### src/design/fts_pkg.sv
// constants, types and helpers for the track-image host
// assumes one 250 MHz clock; byte counts follow the two standard layouts
package fts_pkg;
    localparam int CLK_NS    = 4;
    localparam int T_DS_NS   = 150;
    localparam int T_WE_NS   = 200;
    localparam int T_DH_NS   = 50;
    localparam int T_DRR_NS  = 200;
    // least times, rounded up to whole cycles
    localparam int DS_CYC    = (T_DS_NS + CLK_NS - 1) / CLK_NS;
    localparam int WE_CYC    = (T_WE_NS + CLK_NS - 1) / CLK_NS;
    localparam int DH_CYC    = (T_DH_NS + CLK_NS - 1) / CLK_NS;
    localparam int DRR_CYC   = (T_DRR_NS + CLK_NS - 1) / CLK_NS;

    localparam logic [7:0] B_FILL_FM  = 8'hff;
    localparam logic [7:0] B_FILL_MFM = 8'h4e;
    localparam logic [7:0] B_ZERO     = 8'h00;
    localparam logic [7:0] B_IAM      = 8'hfc;
    localparam logic [7:0] B_IDAM     = 8'hfe;
    localparam logic [7:0] B_DAM      = 8'hfb;
    localparam logic [7:0] B_CRC      = 8'hf7;
    localparam logic [7:0] B_SYNC_A1  = 8'hf5;
    localparam logic [7:0] B_SYNC_C2  = 8'hf6;

    localparam logic [10:0] N_ONE      = 11'h001;
    localparam logic [10:0] N_NONE     = 11'h000;
    localparam logic [10:0] N_GAP0_FM  = 11'h028;
    localparam logic [10:0] N_GAP0_MFM = 11'h050;
    localparam logic [10:0] N_SYNC_FM  = 11'h006;
    localparam logic [10:0] N_SYNC_MFM = 11'h00c;
    localparam logic [10:0] N_MARK_PRE = 11'h003;
    localparam logic [10:0] N_GAP1_FM  = 11'h01a;
    localparam logic [10:0] N_GAP1_MFM = 11'h032;
    localparam logic [10:0] N_GAP2_FM  = 11'h00b;
    localparam logic [10:0] N_GAP2_MFM = 11'h016;
    localparam logic [10:0] N_GAP3_FM  = 11'h01b;
    localparam logic [10:0] N_GAP3_MFM = 11'h036;
    localparam logic [10:0] N_DATA_MIN = 11'h080;
    localparam logic [4:0]  SECTORS    = 5'h1a;
    localparam logic [4:0]  FIRST_SEC  = 5'h01;

    typedef enum logic [4:0] {
        SG_GAP0 = 5'b00000, SG_SYNC0 = 5'b00001, SG_IAMPRE = 5'b00010,
        SG_IAM  = 5'b00011, SG_GAP1  = 5'b00100, SG_IDSYNC = 5'b00101,
        SG_IDA1 = 5'b00110, SG_IDAM  = 5'b00111, SG_TRK    = 5'b01000,
        SG_SIDE = 5'b01001, SG_SEC   = 5'b01010, SG_LEN    = 5'b01011,
        SG_IDCRC = 5'b01100, SG_GAP2 = 5'b01101, SG_DSYNC  = 5'b01110,
        SG_DA1  = 5'b01111, SG_DAM   = 5'b10000, SG_DATA   = 5'b10001,
        SG_DCRC = 5'b10010, SG_GAP3  = 5'b10011, SG_GAP4   = 5'b10100
    } fts_seg_type;

    function automatic logic [10:0] fts_seg_len(fts_seg_type s, logic dbl,
                                                 logic omit, logic [1:0] sz);
        case (s)
            SG_GAP0:   fts_seg_len = dbl ? N_GAP0_MFM : N_GAP0_FM;
            SG_SYNC0:  fts_seg_len = omit ? N_NONE : (dbl ? N_SYNC_MFM : N_SYNC_FM);
            SG_IAMPRE: fts_seg_len = (dbl && !omit) ? N_MARK_PRE : N_NONE;
            SG_IAM:    fts_seg_len = omit ? N_NONE : N_ONE;
            SG_GAP1:   fts_seg_len = dbl ? N_GAP1_MFM : N_GAP1_FM; // RULE_13
            SG_IDSYNC, SG_DSYNC: fts_seg_len = dbl ? N_SYNC_MFM : N_SYNC_FM; // RULE_14 RULE_15
            SG_IDA1, SG_DA1:     fts_seg_len = dbl ? N_MARK_PRE : N_NONE;
            SG_GAP2:   fts_seg_len = dbl ? N_GAP2_MFM : N_GAP2_FM; // RULE_14 RULE_15
            SG_DATA:   fts_seg_len = 11'(N_DATA_MIN << sz);
            // standard gap lengths only: shorter gaps trade away splice margin
            SG_GAP3:   fts_seg_len = dbl ? N_GAP3_MFM : N_GAP3_FM; // RULE_13 RULE_16
            default:   fts_seg_len = N_ONE;
        endcase
    endfunction
endpackage

### src/design/fts_wr_if.sv
// byte hand-off between the image sequencer and the write-strobe engine
// both ends sit in the one clock domain of the host
`timescale 1ns/10ps
interface fts_wr_if;
    logic       go;
    logic [7:0] data;
    logic       busy;
    logic       done;
    modport master (output go, output data, input busy, input done);
    modport slave  (input go, input data, output busy, output done);
endinterface

### src/design/fts_layout.sv
// byte generator: maps the current segment to the byte to load
// assumes segment and settings hold steady one cycle before use
`timescale 1ns/10ps
module fts_layout
    import fts_pkg::*;
(
    input  wire logic        i_mclk,
    input  wire logic        i_rst,
    input  wire fts_seg_type i_seg,
    input  wire logic        i_dbl,
    input  wire logic        i_fill_zero,
    input  wire logic [7:0]  i_track,
    input  wire logic [7:0]  i_side,
    input  wire logic [4:0]  i_sector,
    input  wire logic [1:0]  i_size_code,
    input  wire logic [7:0]  i_pattern,
    output logic      [7:0]  o_byte
);
    logic [7:0] next_byte;
    logic [7:0] fill;

    always_comb begin
        fill = i_dbl ? B_FILL_MFM : (i_fill_zero ? B_ZERO : B_FILL_FM); // RULE_06
        case (i_seg)
            SG_GAP0, SG_GAP1, SG_GAP2, SG_GAP3, SG_GAP4: next_byte = fill;
            SG_IAMPRE:          next_byte = B_SYNC_C2; // RULE_07
            SG_IAM:             next_byte = B_IAM;
            SG_IDA1, SG_DA1:    next_byte = B_SYNC_A1; // RULE_11
            SG_IDAM:            next_byte = B_IDAM;
            SG_TRK:             next_byte = i_track;
            SG_SIDE:            next_byte = i_side;
            SG_SEC:             next_byte = {3'h0, i_sector};
            SG_LEN:             next_byte = {6'h00, i_size_code};
            SG_IDCRC, SG_DCRC:  next_byte = B_CRC;
            SG_DAM:             next_byte = B_DAM;
            SG_DATA:            next_byte = i_pattern;
            default:            next_byte = B_ZERO;
        endcase
    end

    always_ff @(posedge i_mclk or posedge i_rst) begin
        if (i_rst) begin
            o_byte <= B_ZERO;
        end else begin
            o_byte <= next_byte;
        end
    end
endmodule // fts_layout

### src/design/fts_strobe.sv
// write-strobe engine: one timed load of the byte holding register
// assumes the controller drops its request within the recovery wait
`timescale 1ns/10ps
module fts_strobe
    import fts_pkg::*;
(
    input  wire logic  i_mclk,
    input  wire logic  i_rst,
    fts_wr_if.slave    wr,
    output logic [7:0] o_data,
    output logic       o_data_oe,
    output logic       o_wr_strobe_n
);
    typedef enum logic [2:0] {
        W_IDLE = 3'b000, W_SETUP = 3'b001, W_PULSE = 3'b010,
        W_HOLD = 3'b011, W_RECOV = 3'b100
    } fts_wst_type;

    fts_wst_type st, next_st;
    logic [7:0]  cnt, next_cnt;
    logic [7:0]  next_data;
    logic        next_oe, next_strobe_n;

    always_comb begin
        next_st = st;
        next_cnt = cnt - 8'h01;
        next_data = o_data;
        next_oe = o_data_oe;
        next_strobe_n = o_wr_strobe_n;
        wr.done = 1'b0;
        case (st)
            W_IDLE: begin
                next_cnt = cnt;
                if (wr.go) begin
                    next_st = W_SETUP;
                    next_data = wr.data;
                    next_oe = 1'b1;
                    next_cnt = 8'(DS_CYC - 1);
                end
            end
            W_SETUP: if (cnt == 8'h00) begin
                next_st = W_PULSE;
                next_strobe_n = 1'b0;
                next_cnt = 8'(WE_CYC - 1);
            end
            W_PULSE: if (cnt == 8'h00) begin
                next_st = W_HOLD;
                next_strobe_n = 1'b1;
                next_cnt = 8'(DH_CYC - 1);
            end
            W_HOLD: if (cnt == 8'h00) begin
                next_st = W_RECOV;
                next_oe = 1'b0;
                next_cnt = 8'(DRR_CYC - 1);
            end
            W_RECOV: if (cnt == 8'h00) begin
                // request line is settled only after this wait
                next_st = W_IDLE;
                wr.done = 1'b1;
            end
            default: next_st = W_IDLE;
        endcase
    end

    assign wr.busy = (st != W_IDLE);

    always_ff @(posedge i_mclk or posedge i_rst) begin
        if (i_rst) begin
            st <= W_IDLE;
            cnt <= 8'h00;
            o_data <= 8'h00;
            o_data_oe <= 1'b0;
            o_wr_strobe_n <= 1'b1;
        end else begin
            st <= next_st;
            cnt <= next_cnt;
            o_data <= next_data;
            o_data_oe <= next_oe;
            o_wr_strobe_n <= next_strobe_n;
        end
    end

    logic [7:0] low_len;
    always_ff @(posedge i_mclk or posedge i_rst) begin
        if (i_rst) begin
            low_len <= 8'h00;
        end else begin
            low_len <= o_wr_strobe_n ? 8'h00 : low_len + 8'h01;
        end
    end
endmodule // fts_strobe

### src/design/fts_track_host.sv
// host side of a track write: feeds the track image one byte per request
// assumes the write-track command is already issued to the controller
//
// Notes on behaviour
// RULE_01 - one byte loaded into the holding register for every request
// RULE_02 - FM track opens 40 fill, 6 zeros, FC, 26 fill
// RULE_03 - FM sector record: zeros, FE, id, F7, gap, zeros, FB, data, F7, gap
// RULE_04 - sector record repeated 26 times in either density
// RULE_05 - after last sector keep sending fill until command done
// RULE_06 - FM gap fill may be 00 instead of FF
// RULE_07 - MFM track opens 80 4E, 12 zeros, three F6, FC, 4E gap
// RULE_08 - MFM sector record uses 12 zeros, three F5, 256 data bytes
// RULE_09 - sector size only 128, 256, 512 or 1024 bytes
// RULE_10 - gap between id record and data mark stays standard
// RULE_11 - MFM: exactly three F5 sync loads before each address mark
// RULE_12 - controller copes with a track lacking the index mark
// RULE_13 - gaps 1, 3, 4 may shrink to 2 bytes; longer is safer
// RULE_14 - minimal FM gaps: gap II 11 FF plus 6 zeros exactly
// RULE_15 - minimal MFM gaps: gap II 22 4E, 12 zeros, three A1
// RULE_16 - prefer the standard layouts for reliability
// RULE_17 - an F7 load makes the controller write two CRC bytes
// RULE_18 - controller writes zero when no byte arrived in time
// RULE_19 - writing runs index to index; controller then signals done
`timescale 1ns/10ps
module fts_track_host
    import fts_pkg::*;
(
    input  wire logic       i_mclk,
    input  wire logic       i_rst,
    input  wire logic       i_start,
    input  wire logic       i_double,
    input  wire logic       i_fill_zero,
    input  wire logic       i_omit_index,
    input  wire logic [1:0] i_size_code,
    input  wire logic [7:0] i_track,
    input  wire logic [7:0] i_side,
    input  wire logic [7:0] i_pattern,
    input  wire logic       i_byte_request_line,
    input  wire logic       i_command_done_line,
    output logic            o_density_select_line_n,
    output logic [7:0]      o_data,
    output logic            o_data_oe,
    output logic            o_wr_strobe_n,
    output logic            o_busy,
    output logic            o_done
);
    typedef enum logic [2:0] {
        ST_IDLE   = 3'b000,
        ST_SETTLE = 3'b001,
        ST_WAIT   = 3'b010,
        ST_LOAD   = 3'b011,
        ST_DONE   = 3'b100
    } fts_state_type;

    fts_state_type state, next_state;
    fts_seg_type   seg, next_seg, follow;
    logic [10:0]   rem, next_rem;
    logic [4:0]    sector, next_sector;
    logic          dbl, next_dbl;
    logic          fill_zero, next_fill_zero;
    logic          omit, next_omit;
    logic [1:0]    size_code, next_size_code;
    logic [7:0]    track, next_track;
    logic [7:0]    side, next_side;
    logic [7:0]    pattern, next_pattern;
    logic          next_done;
    logic [7:0]    cur_byte;

    fts_wr_if wr ();

    fts_layout u_layout (
        .i_mclk      (i_mclk),
        .i_rst       (i_rst),
        .i_seg       (seg),
        .i_dbl       (dbl),
        .i_fill_zero (fill_zero),
        .i_track     (track),
        .i_side      (side),
        .i_sector    (sector),
        .i_size_code (size_code),
        .i_pattern   (pattern),
        .o_byte      (cur_byte)
    );

    fts_strobe u_strobe (
        .i_mclk        (i_mclk),
        .i_rst         (i_rst),
        .wr            (wr.slave),
        .o_data        (o_data),
        .o_data_oe     (o_data_oe),
        .o_wr_strobe_n (o_wr_strobe_n)
    );

    // order of segments through the track image
    always_comb begin
        case (seg)
            SG_GAP0:   follow = SG_SYNC0;
            SG_SYNC0:  follow = SG_IAMPRE;
            SG_IAMPRE: follow = SG_IAM;
            SG_IAM:    follow = SG_GAP1;
            SG_GAP1:   follow = SG_IDSYNC;
            SG_IDSYNC: follow = SG_IDA1;
            SG_IDA1:   follow = SG_IDAM;
            SG_IDAM:   follow = SG_TRK;
            SG_TRK:    follow = SG_SIDE;
            SG_SIDE:   follow = SG_SEC;
            SG_SEC:    follow = SG_LEN;
            SG_LEN:    follow = SG_IDCRC;
            SG_IDCRC:  follow = SG_GAP2;
            SG_GAP2:   follow = SG_DSYNC;
            SG_DSYNC:  follow = SG_DA1;
            SG_DA1:    follow = SG_DAM;
            SG_DAM:    follow = SG_DATA;
            SG_DATA:   follow = SG_DCRC;
            SG_DCRC:   follow = SG_GAP3;
            SG_GAP3:   follow = (sector == SECTORS) ? SG_GAP4 : SG_IDSYNC; // RULE_04
            default:   follow = SG_GAP4; // RULE_05
        endcase
    end

    always_comb begin
        next_state = state;
        next_seg = seg;
        next_rem = rem;
        next_sector = sector;
        next_dbl = dbl;
        next_fill_zero = fill_zero;
        next_omit = omit;
        next_size_code = size_code;
        next_track = track;
        next_side = side;
        next_pattern = pattern;
        next_done = 1'b0;
        wr.go = 1'b0;
        wr.data = cur_byte;
        case (state)
            ST_IDLE: begin
                if (i_start) begin
                    next_state = ST_SETTLE;
                    next_seg = SG_GAP0;
                    next_rem = fts_seg_len(SG_GAP0, i_double, i_omit_index,
                                           i_size_code); // RULE_02
                    next_sector = FIRST_SEC;
                    next_dbl = i_double;
                    next_fill_zero = i_fill_zero;
                    next_omit = i_omit_index; // RULE_12
                    next_size_code = i_size_code; // RULE_09
                    next_track = i_track;
                    next_side = i_side;
                    next_pattern = i_pattern;
                end
            end
            ST_SETTLE: begin
                // stay one cycle so the layout byte matches the segment
                if (i_command_done_line) begin
                    next_state = ST_DONE; // RULE_19
                end else if (rem == N_NONE) begin
                    next_seg = follow;
                    next_rem = fts_seg_len(follow, dbl, omit, size_code); // RULE_10
                    if (seg == SG_GAP3 && sector != SECTORS) begin
                        next_sector = sector + FIRST_SEC;
                    end
                end else begin
                    next_state = ST_WAIT;
                end
            end
            ST_WAIT: begin
                if (i_command_done_line) begin
                    next_state = ST_DONE; // RULE_19
                end else if (i_byte_request_line && !wr.busy) begin
                    wr.go = 1'b1; // RULE_01
                    next_state = ST_LOAD;
                end
            end
            ST_LOAD: begin
                if (wr.done) begin
                    if (i_command_done_line) begin
                        next_state = ST_DONE;
                    end else begin
                        next_state = ST_SETTLE;
                        // trailing fill never runs out
                        if (seg != SG_GAP4) begin
                            next_rem = rem - N_ONE; // RULE_05
                        end
                    end
                end
            end
            ST_DONE: begin
                next_done = 1'b1;
                next_state = ST_IDLE;
            end
            default: next_state = ST_IDLE;
        endcase
    end

    always_ff @(posedge i_mclk or posedge i_rst) begin
        if (i_rst) begin
            state <= ST_IDLE;
            seg <= SG_GAP0;
            rem <= N_NONE;
            sector <= FIRST_SEC;
            dbl <= 1'b0;
            fill_zero <= 1'b0;
            omit <= 1'b0;
            size_code <= 2'h0;
            track <= 8'h00;
            side <= 8'h00;
            pattern <= 8'h00;
            o_done <= 1'b0;
        end else begin
            state <= next_state;
            seg <= next_seg;
            rem <= next_rem;
            sector <= next_sector;
            dbl <= next_dbl;
            fill_zero <= next_fill_zero;
            omit <= next_omit;
            size_code <= next_size_code;
            track <= next_track;
            side <= next_side;
            pattern <= next_pattern;
            o_done <= next_done;
        end
    end

    // density line is low for the double-density layout
    assign o_density_select_line_n = ~dbl; // RULE_08
    assign o_busy = (state != ST_IDLE);
endmodule // fts_track_host

### config.mk
export PLATFORM = sky130hd
export DESIGN_NAME = fts_track_host
export DESIGN_NICKNAME = d
export VERILOG_FILES = /design/src/design/fts_pkg.sv /design/src/design/fts_wr_if.sv /design/src/design/fts_layout.sv /design/src/design/fts_strobe.sv /design/src/design/fts_track_host.sv
export SDC_FILE = /design/constraint.sdc
export NUM_CORES = 1
export LEC_CHECK = 0
export BUFFER_PORTS_ARGS = -buffer_cell sky130_fd_sc_hd__buf_2
export CAP_MARGIN = 20
export CORE_UTILIZATION = 42
export CTS_BUF_LIST = sky130_fd_sc_hd__clkbuf_16
export CTS_CLUSTER_DIAMETER = 120
export DETAILED_ROUTE_END_ITERATION = 10
export PLACE_DENSITY = 0.62
export SETUP_SLACK_MARGIN = 0.02
export SYNTH_ARGS = -nofsm -noshare
export SYNTH_HDL_FRONTEND = slang
export SYNTH_SLANG_ARGS = --single-unit
### constraint.sdc
create_clock -name i_mclk -period 7.5 [get_ports i_mclk]
set_input_delay 1.5 -clock i_mclk [delete_from_list [all_inputs] [get_ports i_mclk]]
set_output_delay 1.5 -clock i_mclk [all_outputs]
set_load 0.05 [all_outputs]
After elaboration in Yosys (flattened, before gate mapping) --
Index checks and enable logic that the tools add are counted.
Cells by class: $add $sub $neg 3, eq/ne operators 56, shift-type cells 1, mux-type cells 61, bitwise logic cells 1, reduce and logical (&&, ||, !) cells 32
Operators by type and width (number):
- case mux 11 bit (10 select lines) | 1
- case mux 5 bit (20 select lines) | 1
- case mux 8 bit (12 select lines) | 1
- two-way mux 11 bit | 7
- == test 5 x 4 -> 1 bit (second input constant) | 11
- two-way mux 5 bit | 9
- == test 5 bit (second input constant) | 8
- two-way mux 8 bit | 5
- two-way mux 3 bit | 12
- == test 5 x 3 -> 1 bit (second input constant) | 7
- case mux 11 bit (3 select lines) | 1
- case mux 8 bit (3 select lines) | 1
- == test 5 x 2 -> 1 bit (second input constant) | 4
- case mux 5 bit (2 select lines) | 2
- case mux 3 bit (5 select lines) | 1
- two-way mux 7 bit | 2
- == test 3 x 2 -> 1 bit (second input constant) | 4
- two-way mux 6 bit | 2
- inequality test 2 x 1 -> 1 bit (second input constant) | 6
- inequality test 2 bit (second input constant) | 6
- case mux 3 bit (4 select lines) | 1
- zero test 11 bit | 1
- << shifter 8 x 2 -> 11 bit (first input constant) | 1
- subtractor 11 x 1 -> 11 bit (second input constant) | 1
- other kinds (26) | 59
Storage, ports and cells: bits in registers 83, input port bits 34, output and inout port bits 13, word-level logic and storage cells 172

Logic depth before layout (Yosys ltp) --
depth after elaboration 9, gate-level depth with buffers 11, mapped depth without buffers 8

Cells and area by module --
From an unflattened synthesis, not the netlist that was laid out.
Unflattened totals: cells, all modules 512, area total of the unflattened synthesis 5028.6 µm²
By module, submodules not included:
- fts_track_host | instances 1, cells an instance 296, area an instance 3074.2 µm², seq. area each 1352.5 µm²
- fts_strobe | instances 1, cells an instance 112, area an instance 1118.6 µm², seq. area each 526.8 µm²
- fts_layout | instances 1, cells an instance 104, area an instance 835.8 µm², seq. area each 200.2 µm²

Worst setup path after synthesis --
No wires, ideal clock.
path type input port to flip-flop, start input port i_start, end register fill_zero, setup time 0.125 ns, arrival 2.797 ns, required time 7.375 ns, path slack 4.578 ns, stages 4, path buffers 1, cell sequence nand2b_1 nor3_1 clkbuf_1 mux2_2
Between the ends: word-level cells in the longest chain between the ends 1
RTL lines:
- start, declared | line fts_track_host.sv:30 | input wire logic i_start,
- AND reduction 2 bit (no source line)
- end signal, assigned | line fts_track_host.sv:216 | fill_zero <= next_fill_zero;
- end, declared | line fts_track_host.sv:60 | logic fill_zero, next_fill_zero;
Every way passes these cells. A chain may end at the register's enable or synchronous reset.

Worst setup path in the final report --
start register state[1], end output port o_busy
Between the ends: word-level cells in the longest chain between the ends 1
RTL lines:
- start, declared | line fts_track_host.sv:55 | fts_state_type state, next_state;
- start signal, assigned | line fts_track_host.sv:211 | state <= next_state;
- nonzero test 3 bit | line fts_track_host.sv:228 | assign o_busy = (state != ST_IDLE);
- end, declared | line fts_track_host.sv:44 | output logic o_busy,
Every way passes these cells.

==> impl_metrics.csv <==
group,metric,value,unit
worst_setup_path,end_kind,"output port",
logic_synthesis,syn_area_per_cell,9.46,µm²
grt,track_usage,20.3,%
outcome,outcome,"finished, final reports clean",
timing,tns,0,ns
clock_tree,clock-sinks,83,
place,gp_congestion,0.831,
min_path,hold_class,"register to register",
grt,grt_pass1_wl,18400,µm
route,drc,0,
die,coreArea,10900,µm²
die,die-area,11700,µm²
final_layout,antenna_cells,0,
place,io_buffers,46,
logic_synthesis,ys.flop_type,"dfrtp_1",
worst_setup_path,worstReg2RegEnd,"rem[8]",
logic_synthesis,yosysWarningCount,0,
logic_synthesis,ys_seq_area_share,43.9,%
grt,grt_pass1_vias,3724,
final_layout,layout_common_cells,"81 x dfrtp_1, 47 x nor2_1, 46 x buf_2",
worst_setup_path,crit_path_start_kind,"register",
logic_synthesis,yosys-top-cells-area,"dfrtp_1 43%, mux2_2 9.5%, nor2_1 3.7%, a21oi_1 3.5%, o21ai_0 3.5%",
route,drtIter0Drc,248,
clock_tree,clockRootBuffer,"clkbuf_16",
grt,antenna_found_initial,0,
logic_synthesis,synth_edf_count,0,
route,viasPerCell,5.76,
timing,worstMarginPinSlew,0.962,ns
flow_run,max-cap-violations,0,
logic_synthesis,syn_nets,539,
power_and_ir_drop,ir_worst_vdd,0.000104,V
place,place_area,5030,µm²
min_path,hold-path-cell-count,1,
power_and_ir_drop,leakage,2.26,nW
worst_setup_path,path_class,"register to output port",
timing,period_minus_slack,3.21,ns
clock_tree,cts_resized,0,
grt,grt_max_degree,84,
timing,setup_viol,0,
route,vias,3882,
power_and_ir_drop,total_power,0.000966,W
timing,hold_viol_final,0,
route,ant_nets,0,
clock_tree,ctsHoldBuffers,0,
timing,relSlewSlack,34.2,%
timing,rsz0062_at_grt,"no",
clock_tree,htreeDepth,3,
worst_setup_path,crit_fanout,25,
timing,fin_worst_skew,0.00924,ns
final_layout,finalInstanceArea,5360,µm²
power_and_ir_drop,p_per_area,180,nW/µm²
worst_setup_path,r2r_start,"u_strobe.cnt[0]",
logic_synthesis,synth_area,4740,µm²
logic_synthesis,yosys.area.top_type,"dfrtp_1",
worst_setup_path,crit_required,6.00,ns
final_layout,fin_nets,567,
logic_synthesis,synthDistinctLibCells,73,
timing,timing.fmax,312,MHz
timing,finalCritPeriodShare,42.8,%
clock_tree,clockBufferDepth,2,
clock_tree,numCtsBuffers,9,
die,die_w,108,µm
clock_tree,cts_setup_buffers,0,
worst_setup_path,crit_arrival,1.71,ns
grt,grt-ovfl-total,0,
worst_setup_path,ff2ff_setup_slack,4.55,ns
logic_synthesis,yosysTopAreaCellShare,42.8,%
die,top_level_ports,47,
logic_synthesis,ys_ff_latch,83,
min_path,hold_end,"u_strobe.o_data[5]",
timing,drv_slew,0,
min_path,min-delay-start,"u_layout.o_byte[5]",
route,first_pass_iters,4,
clock_tree,cts_tree,"done",
worst_setup_path,rr_worst_depth,8,
clock_tree,clkSlewWorstSetupHoldPaths,0.07,ns
die,die_h,108,µm
die,start_util,43.3,%
route,routedWlPerCell,16.6,µm
route,routed_wl,11200,µm
place,dpl.hpwl,7610,µm
clock_tree,clk_latency,0.35,ns
final_layout,layout-drive-gt1-share,23.8,%
logic_synthesis,synthCells,501,
final_layout,syn2layout_area_growth,13.2,%
die,rows,38,
logic_synthesis,synthArstFlopShare,100,%
final_layout,final_common_cell,"dfrtp_1",
## cells by family (layout without fill, tap and decap cells)
logic type | Yosys count | after routing | share of synthesized area (%)
mux | 44 | 44 | 10.4
simple gates | 171 | 171 | 19.0
flops | 83 | 83 | 43.9
xor+xnor | 9 | 9 | 1.66
fa+ha+maj | 4 | 4 | 1.06
buf+inv | 50 | 83 | 4.41
compound gates | 140 | 140 | 19.7
## worst max-delay path: stages, from the launching register on
cell and delay (ns):
dfrtp_1 0.68, or3_1 0.46, buf_2 0.22
## worst max path at each step
stage	startpoint	end	slack, ns	cells past startpoint
6_report	state[1]	o_busy	4.29	2
2_1_floorplan	i_rst	dbl	3.87	1
3_3_place_gp	i_byte_request_line	u_strobe.cnt[5]	4.09	7
3_5_place_dp	i_byte_request_line	u_strobe.cnt[5]	4.04	7
5_1_grt	i_byte_request_line	u_strobe.cnt[5]	4.22	7
4_1_cts	state[1]	o_busy	4.30	2
## synthesized netlist by cell type (all sizes together), types with 9 or more instances
| cell | number |
|---|---|
| a21oi | 35 |
| buf | 10 |
| clkbuf | 23 |
| dfrtp | 81 |
| inv | 17 |
| mux2 | 40 |
| nand2 | 32 |
| nand2b | 9 |
| nand3 | 11 |
| nor2 | 47 |
| nor3 | 17 |
| o21ai | 42 |
## per-layer routing
| layer | vias to the layer above | routed length, µm | share of wire, % | global-route usage (%) |
|---|---|---|---|---|
| met5 | - | 0 | 0 | 0 |
| met4 | 0 | 182 | 1.6 | 7.14 |
| met3 | 18 | 517 | 4.6 | 3.56 |
| met2 | 102 | 5050 | 45 | 30.9 |
| met1 | 1882 | 5410 | 48 | 28.8 |
| li1 | 1880 | - | - | - |
## where the power goes
part           total [W]  switching, W  internal [W]
Combinational  0.0000386     0.0000205     0.0000182
Clock           0.000463      0.000200      0.000263
Sequential      0.000464    0.00000647      0.000458
Total           0.000966      0.000227      0.000739
## area by class of cell
| type | count | area (µm²) |
|---|---|---|
| clock buffers | 9 | 225 |
| flip-flops and latches | 83 | 2080 |
| clock inverters | 7 | 82.6 |
| inverters | 17 | 65.1 |
| fillers | 1042 | 5570 |
| multi-input cells | 368 | 2450 |
| well taps | 140 | 175 |
| repair buffers | 50 | 280 |
## registers in the layout, summed over array words and instances (netlist names)
name	count
dbl	1
fill_zero	1
o_done	1
omit	1
pattern	8
rem	11
sector	5
seg	5
side	8
size_code	2
state	3
track	8
u_layout.o_byte	8
u_strobe.cnt	8
u_strobe.o_data	8
u_strobe.o_data_oe	1
u_strobe.o_wr_strobe_n	1
u_strobe.st	3
## per-stage QoR
step,utilization [%],std cells,hold slack (ns),worst slack (ns)
after floorplan,-,501,0.456,3.87
after global placement,46.0,657,0.470,4.09
after detailed placement,46.0,657,0.470,4.04
after CTS,48.8,673,0.487,4.30
after global routing,49.0,674,0.497,4.22
final,49.0,674,0.481,4.29
No activity file was read; power rests on OpenSTA's default activity.
